<file path="src/pkg/alert_pkg.sv">
package alert_pkg;

    // ------------------------------------------------------------
    // timing counts
    // ------------------------------------------------------------
    // cycles the overflow low pulse is held on the shared line
    localparam logic [15:0] ALERT_HOLD_CYCLES = 16'h0010;
    // cycles after release before the line is trusted again
    // (covers the three-stage pin synchroniser)
    localparam logic [3:0]  SETTLE_CYCLES     = 4'h4;

    // ------------------------------------------------------------
    // reset values
    // ------------------------------------------------------------
    localparam logic LINE_IDLE_LEVEL   = 1'b1;
    localparam logic LINK_STATUS_RESET = 1'b1;
    localparam logic PIPE_MODE_N_RESET = 1'b1;

    // ------------------------------------------------------------
    // controller states, one-hot
    // ------------------------------------------------------------
    typedef enum logic [3:0] {
        ST_IDLE   = 4'b0001,
        ST_ALERT  = 4'b0010,
        ST_SETTLE = 4'b0100,
        ST_SLEEP  = 4'b1000
    } line_state_e;

    // ------------------------------------------------------------
    // carriers
    // ------------------------------------------------------------
    // overflow report from the serial buffers
    typedef struct packed {
        logic buffer_overflow; // one-cycle pulse
        logic host_sending;    // host is transmitting serial data
    } ovf_event_s;

    // link state from the radio side
    typedef struct packed {
        logic peer_connected;
        logic pipe_ready;
    } link_info_s;

    // power control toward processor and radio
    typedef struct packed {
        logic cpu_run;
        logic radio_run;
        logic halt_pulse;
        logic close_link_pulse;
    } power_ctl_s;

endpackage

</file>
<file path="src/verilog/pin_sync.sv">
`timescale 1ns/1ps

module pin_sync #(
    parameter logic INIT = 1'b1
) (
    input  wire logic core_clk,
    input  wire logic reset,
    input  wire logic pin_async,
    output logic      pin_level
);

    logic stage1_reg;
    logic stage2_reg;
    logic stage3_reg;

    // ------------------------------------------------------------
    // three flops, level follows once stages two and three agree
    // ------------------------------------------------------------
    always_ff @(posedge core_clk)
    begin
        if (reset)
        begin
            stage1_reg <= INIT;
            stage2_reg <= INIT;
            stage3_reg <= INIT;
        end
        else
        begin
            stage1_reg <= pin_async;
            stage2_reg <= stage1_reg;
            stage3_reg <= stage2_reg;
        end
    end

    // accepted level
    always_ff @(posedge core_clk)
    begin
        if (reset)
            pin_level <= INIT;
        else if (stage2_reg == stage3_reg)
            pin_level <= stage3_reg;
    end

endmodule

</file>
<file path="src/verilog/overflow_alert_shutdown_pin.sv">
`timescale 1ns/1ps

// Summary of operation
// - shared line: open drain, active low, idles high
// - host pull from idle: halt, close link, hibernate
// - hibernation keeps processor and radio fully off
// - line held high permits processor and radio
// - device pulls only from idle, only on overflow
// - overflow while host sends means receive overflow
// - overflow while host idle means transmit overflow
// - no overflow means line stays released
// - after boot line is released high
// - link status output is active low
// - mode input: low selects pipe mode, high selects command mode
// - command mode: low while peer connected
// - pipe mode: low when stream connected and ready
module overflow_alert_shutdown_pin #(
    parameter logic [15:0] HOLD_CYCLES = alert_pkg::ALERT_HOLD_CYCLES
) (
    input  wire logic                   core_clk,
    input  wire logic                   reset,
    input  wire logic                   alert_and_sleep_line_in,
    output logic                        alert_and_sleep_line_out,
    output logic                        alert_and_sleep_line_oe,
    input  wire logic                   serial_pipe_mode_n,
    input  wire alert_pkg::ovf_event_s  ovf_event,
    input  wire alert_pkg::link_info_s  link_info,
    output alert_pkg::power_ctl_s       power_ctl,
    output logic                        overflow_kind_rx,
    output logic                        link_status_n
);

    alert_pkg::line_state_e state_reg;
    alert_pkg::line_state_e state_next;

    logic        line_level;
    logic        pipe_mode_n_level;
    logic        line_idle;
    logic        host_pull;
    logic        ovf_pending_reg;
    logic        alert_start;
    logic [15:0] hold_cnt_reg;
    logic [3:0]  settle_cnt_reg;
    logic        hold_done;
    logic        settle_done;
    logic        kind_rx_reg;
    logic        pend_rx_reg;
    logic        start_rx;
    logic        halt_reg;
    logic        run_reg;

    // ------------------------------------------------------------
    // pin synchronisers
    // ------------------------------------------------------------
    pin_sync #(
        .INIT      (alert_pkg::LINE_IDLE_LEVEL)
    ) u_line_sync (
        .core_clk  (core_clk),
        .reset     (reset),
        .pin_async (alert_and_sleep_line_in),
        .pin_level (line_level)
    );

    pin_sync #(
        .INIT      (alert_pkg::PIPE_MODE_N_RESET)
    ) u_mode_sync (
        .core_clk  (core_clk),
        .reset     (reset),
        .pin_async (serial_pipe_mode_n),
        .pin_level (pipe_mode_n_level)
    );

    // ------------------------------------------------------------
    // line decode
    // ------------------------------------------------------------
    // idle: released by us and seen high
    assign line_idle   = line_level && (state_reg == alert_pkg::ST_IDLE);
    // low seen in idle, where we are not driving, is the host's pull
    assign host_pull   = !line_level && (state_reg == alert_pkg::ST_IDLE);
    // start an alert only from the idle high line
    assign alert_start = line_idle
                      && (ovf_event.buffer_overflow || ovf_pending_reg);
    assign hold_done   = hold_cnt_reg == HOLD_CYCLES - 16'h0001;
    assign settle_done = settle_cnt_reg == alert_pkg::SETTLE_CYCLES - 4'h1;
    // kind of the overflow being started: a fresh event or the held one
    assign start_rx    = ovf_event.buffer_overflow ? ovf_event.host_sending
                                                   : pend_rx_reg;

    // ------------------------------------------------------------
    // state machine
    // ------------------------------------------------------------
    // next state
    always_comb
    begin
        state_next = state_reg;
        unique case (state_reg)
            alert_pkg::ST_IDLE:
            begin
                if (host_pull)
                    state_next = alert_pkg::ST_SLEEP;
                else if (alert_start)
                    state_next = alert_pkg::ST_ALERT;
            end
            alert_pkg::ST_ALERT:
            begin
                if (hold_done)
                    state_next = alert_pkg::ST_SETTLE;
            end
            alert_pkg::ST_SETTLE:
            begin
                if (settle_done)
                    state_next = alert_pkg::ST_IDLE;
            end
            alert_pkg::ST_SLEEP:
            begin
                if (line_level)
                    state_next = alert_pkg::ST_IDLE;
            end
        endcase
    end

    // state register
    always_ff @(posedge core_clk)
    begin
        if (reset)
            state_reg <= alert_pkg::ST_IDLE;
        else
            state_reg <= state_next;
    end

    // ------------------------------------------------------------
    // overflow capture
    // ------------------------------------------------------------
    // pending overflow; a new event wins over the sleep clear, not over an alert start
    always_ff @(posedge core_clk)
    begin
        if (reset)
            ovf_pending_reg <= 1'b0;
        else if (ovf_event.buffer_overflow && !alert_start)
            ovf_pending_reg <= 1'b1;
        else if (alert_start || state_next == alert_pkg::ST_SLEEP)
            ovf_pending_reg <= 1'b0;
    end

    // which buffer lost data, fixed at alert start
    always_ff @(posedge core_clk)
    begin
        if (reset)
            kind_rx_reg <= 1'b0;
        else if (alert_start && !host_pull)
            kind_rx_reg <= start_rx;
    end

    // direction of a held overflow, taken when it happened, so a late
    // start still reports the buffer that really lost data
    always_ff @(posedge core_clk)
    begin
        if (reset)
            pend_rx_reg <= 1'b0;
        else if (ovf_event.buffer_overflow && !alert_start)
            pend_rx_reg <= ovf_event.host_sending;
    end

    // ------------------------------------------------------------
    // counters
    // ------------------------------------------------------------
    // low hold length
    always_ff @(posedge core_clk)
    begin
        if (reset)
            hold_cnt_reg <= 16'h0000;
        else if (state_reg == alert_pkg::ST_ALERT && !hold_done)
            hold_cnt_reg <= hold_cnt_reg + 16'h0001;
        else
            hold_cnt_reg <= 16'h0000;
    end

    // wait for the released line to pass the synchroniser
    always_ff @(posedge core_clk)
    begin
        if (reset)
            settle_cnt_reg <= 4'h0;
        else if (state_reg == alert_pkg::ST_SETTLE && !settle_done)
            settle_cnt_reg <= settle_cnt_reg + 4'h1;
        else
            settle_cnt_reg <= 4'h0;
    end

    // ------------------------------------------------------------
    // power control
    // ------------------------------------------------------------
    // halt and close pulse on entry to hibernation
    always_ff @(posedge core_clk)
    begin
        if (reset)
            halt_reg <= 1'b0;
        else
            halt_reg <= (state_reg == alert_pkg::ST_IDLE)
                     && (state_next == alert_pkg::ST_SLEEP);
    end

    // run permission, dropped at once on the pull
    always_ff @(posedge core_clk)
    begin
        if (reset)
            run_reg <= 1'b1;
        else
            run_reg <= state_next != alert_pkg::ST_SLEEP;
    end

    assign power_ctl.cpu_run          = run_reg;
    assign power_ctl.radio_run        = run_reg;
    assign power_ctl.halt_pulse       = halt_reg;
    assign power_ctl.close_link_pulse = halt_reg;

    // ------------------------------------------------------------
    // line drive
    // ------------------------------------------------------------
    // only ever pull low, enable only during alert
    assign alert_and_sleep_line_out = 1'b0;
    assign alert_and_sleep_line_oe  =
        state_reg == alert_pkg::ST_ALERT;
    assign overflow_kind_rx         = kind_rx_reg;

    // ------------------------------------------------------------
    // link status
    // ------------------------------------------------------------
    // active low, meaning set by pipe mode
    always_ff @(posedge core_clk)
    begin
        if (reset)
            link_status_n <= alert_pkg::LINK_STATUS_RESET;
        else if (!pipe_mode_n_level)
            link_status_n <= !(link_info.peer_connected
                            && link_info.pipe_ready);
        else
            link_status_n <= !link_info.peer_connected;
    end
endmodule

</file>
<file path="config.mk">
export PLATFORM = sky130hd
export DESIGN_NAME = overflow_alert_shutdown_pin
export DESIGN_NICKNAME = d
export VERILOG_FILES = /design/src/pkg/alert_pkg.sv /design/src/verilog/pin_sync.sv /design/src/verilog/overflow_alert_shutdown_pin.sv
export SDC_FILE = /design/constraint.sdc
export NUM_CORES = 1
export LEC_CHECK = 0
export BUFFER_PORTS_ARGS = -buffer_cell sky130_fd_sc_hd__buf_2
export CORE_ASPECT_RATIO = 0.5
export CORE_MARGIN = 5
export CORE_UTILIZATION = 45
export DETAILED_ROUTE_END_ITERATION = 7
export PLACE_DENSITY = 0.65
export SYNTH_ARGS = -nofsm -noshare
export SYNTH_HDL_FRONTEND = slang
export SYNTH_HIERARCHICAL = 1
export SYNTH_SLANG_ARGS = --single-unit
</file>
<file path="constraint.sdc">
create_clock -name core_clk -period 2.8 [get_ports core_clk]
set_input_delay 0.42 -clock core_clk [delete_from_list [all_inputs] [get_ports core_clk]]
set_output_delay 0.42 -clock core_clk [all_outputs]
set_load 0.005 [all_outputs]
</file>
==> impl_metrics.yaml <==
status:
  status: "finished clean"
layout:
  final_cell_mix: "dfxtp_1 (38), nor2_1 (26), buf_2 (14)"
  final_common_cell: "dfxtp_1"
  nets: 200
  largest_reg_flops: 16
  drive_above_1_share_pct: 12.0
  design_area_um2: 1760
  final_cells: 242
  n_antenna_cell: 0
  syn2layout_area_growth_pct: 9.74
pwr:
  power.density_nw_per_um2: 566
  clockPowerShare_pct: 37.9
  switchingPower_uw: 220
  power_frac_comb_pct: 5.3
  switching_share_pct: 22.0
  p_total_uw: 997
  p_leak_nw: 0.593
  vdd_drop_max_v: 0.000200
  intPower_uw: 777
  seq_power_share_pct: 56.7
synthesis:
  ys_types: 38
  synthCells: 180
  synth_edf_count: 0
  ys_warn_count: 6
  syn_area_um2: 1610
  avgSynthCellArea_um2: 8.92
  synth_ff_type: "dfxtp_1"
  yosysSeqAreaShare_pct: 47.4
  synthesis.nets: 190
  async_flop_share_pct: 0
  ys_seq_elements: 38
detailed_routing:
  drc_errors: 0
  routed.top_layer: "met4"
  vias: 1196
  dr.pass1.iters: 4
  wl_met3_um: 137
  drt-wirelength-per-cell_um: 11.2
  vias_per_cell: 4.94
  drt-total-wl_um: 2700
  drt_iter0_markers: 40
  ant_nets: 0
  wl_met1_um: 1350
  dr_wl_met2_um: 1170
placement:
  routabilityCongestion: 0.760
  dp.cells: 234
  io_buffers: 14
  post_dp_cell_area_um2: 1670
  dpl.hpwl_um: 1860
floorplanning:
  start_util_pct: 46.7
  die_area_um2: 4930
  coreArea_um2: 3430
  die_x_um: 94.5
  rows: 15
  io_pins: 16
  die_y_um: 52.2
timing:
  skew_ns: 0.00566
  grt_setup_unrepaired: "no"
  timing.setup.tns_ns: 0
  finalSetupViolations: 0
  fin_crit_ns: 1.84
  fmax_mhz: 544
  hold_viol: 0
  slew_violations: 0
  slew-limit-headroom_pct: 60.7
  worstMarginPinSlew_ns: 0.589
  finalCritPeriodShare_pct: 65.7
grt:
  grt_pass1_vias: 1062
  antenna_found_initial: 0
  grt_pass1_wl_um: 4710
  grt_usage_pct: 12.5
  overflow: 0
  grt_max_degree: 18
hold_path:
  hold_start: "alert_and_sleep_line_in"
  hold_depth: 2
  hold_class: "in -> reg"
  hold_end: "u_line_sync/stage1_reg"
critical_path:
  reg2reg_depth: 4
  worstSetupPathType: "reg -> out"
  crit_path_max_incr_delay_ns: 0.47
  cp_slowest_cell: "dfxtp_1"
  timing.rr.start: "state_reg[1]"
  r2r_slack_ns: 1.02
  required_ns: 2.38
  arrival_ns: 1.42
  cp-start-kind: "register"
  cp_max_fo: 9
  crit_path_end_kind: "output port"
  r2r_end: "hold_cnt_reg[12]"
  path_cells: "inv_1 -> nor4_2 -> buf_2"
clock_tree:
  clk_pin_slew_ns: 0.07
  cts.htree.levels: 2
  clk_latency_ns: 0.28
  cts_buffers: 5
  post_cts_buffers: 0
  cts_tree: "built"
  cts.repair.resized: 0
  ctsRootBufferMaster: "clkbuf_8"
  clockBufferDepth: 2
  clock-sinks: 38
  cts_hold_buf: 0
run:
  maxCapViolCount: 0
==> area by class of cell <==
type | count | area, um^2
tap | 51 | 63.8
fill | 313 | 1670
inverter | 8 | 30.0
timing repair buffer | 14 | 70.1
clock inverter | 1 | 5.00
clock buffer | 7 | 86.3
sequential | 38 | 761
multi-input combinational | 123 | 746
==> power groups by stage <==
stage	Combinational (mW)	Sequential [mW]	Clock (mW)
finish	0.0533	0.566	0.378
global route	0.0610	0.569	0.421
CTS	0.0541	0.565	0.394
detailed placement	0.0537	0.578	0
global placement	0.0534	0.577	0
floorplan	0.0492	0.570	0
==> cells in the mapped netlist, types with 4 or more instances <==
| cell | instances | share of area [%] |
|---|---|---|
| nor3_1 | 7 | 2.2 |
| or2_1 | 6 | 2.3 |
| xnor2_1 | 13 | 7.1 |
| nor4_1 | 8 | 3.1 |
| inv_1 | 8 | 1.9 |
| buf_4 | 5 | 2.3 |
| a21oi_1 | 6 | 1.9 |
| nand2_1 | 9 | 2.1 |
| o21ai_0 | 5 | 1.6 |
| nand3_1 | 8 | 2.5 |
| nor2_1 | 26 | 6.1 |
| dfxtp_1 | 38 | 47 |
| nand4_1 | 4 | 1.6 |
==> routing by layer <==
layer | vias up | global-route usage [%]
li1 | 638 | -
met2 | 17 | 19.4
met3 | 5 | 4.73
met4 | 0 | 6.46
met5 | - | 0
met1 | 536 | 15.4
==> worst max-delay path, delay by kind of cell, from the launching register on <==
family        cells  cell delay (ns)
buf+inv           2             0.30
flops             1             0.47
simple gates      1             0.36
==> worst max path at each step <==
stage / start / endpoint / slack, ns / depth (start not counted)
finish: state_reg[1] / alert_and_sleep_line_oe / 0.96 / 3
global route: state_reg[1] / hold_cnt_reg[12] / 0.75 / 4
CTS: state_reg[1] / alert_and_sleep_line_oe / 0.94 / 3
detailed placement: state_reg[1] / hold_cnt_reg[12] / 1.03 / 4
global placement: ovf_event[1] / run_reg / 1.05 / 5
floorplan: state_reg[1] / run_reg / 1.19 / 4
==> kinds of logic after synthesis <==
| kind of cell | synth area share, % |
|---|---|
| and+or+nand+nor | 27.2 |
| DFF | 47.4 |
| buffers and inverters | 6.16 |
| adders and majority gates | 1.56 |
| xor gates and xnor gates | 8.73 |
| AOI/OAI and AO/OA | 8.73 |
| other | 0.234 |
==> through the flow <==
step	setup WS [ns]	hold slack, ns	utilization, %
final	0.961	0.313	51.3
after global placement	1.05	0.388	48.6
after floorplan	1.19	0.385	-
after global routing	0.749	0.313	51.3
after detailed placement	1.03	0.396	48.6
after CTS	0.942	0.301	51.3
No activity file was read; power rests on OpenSTA's default activity.
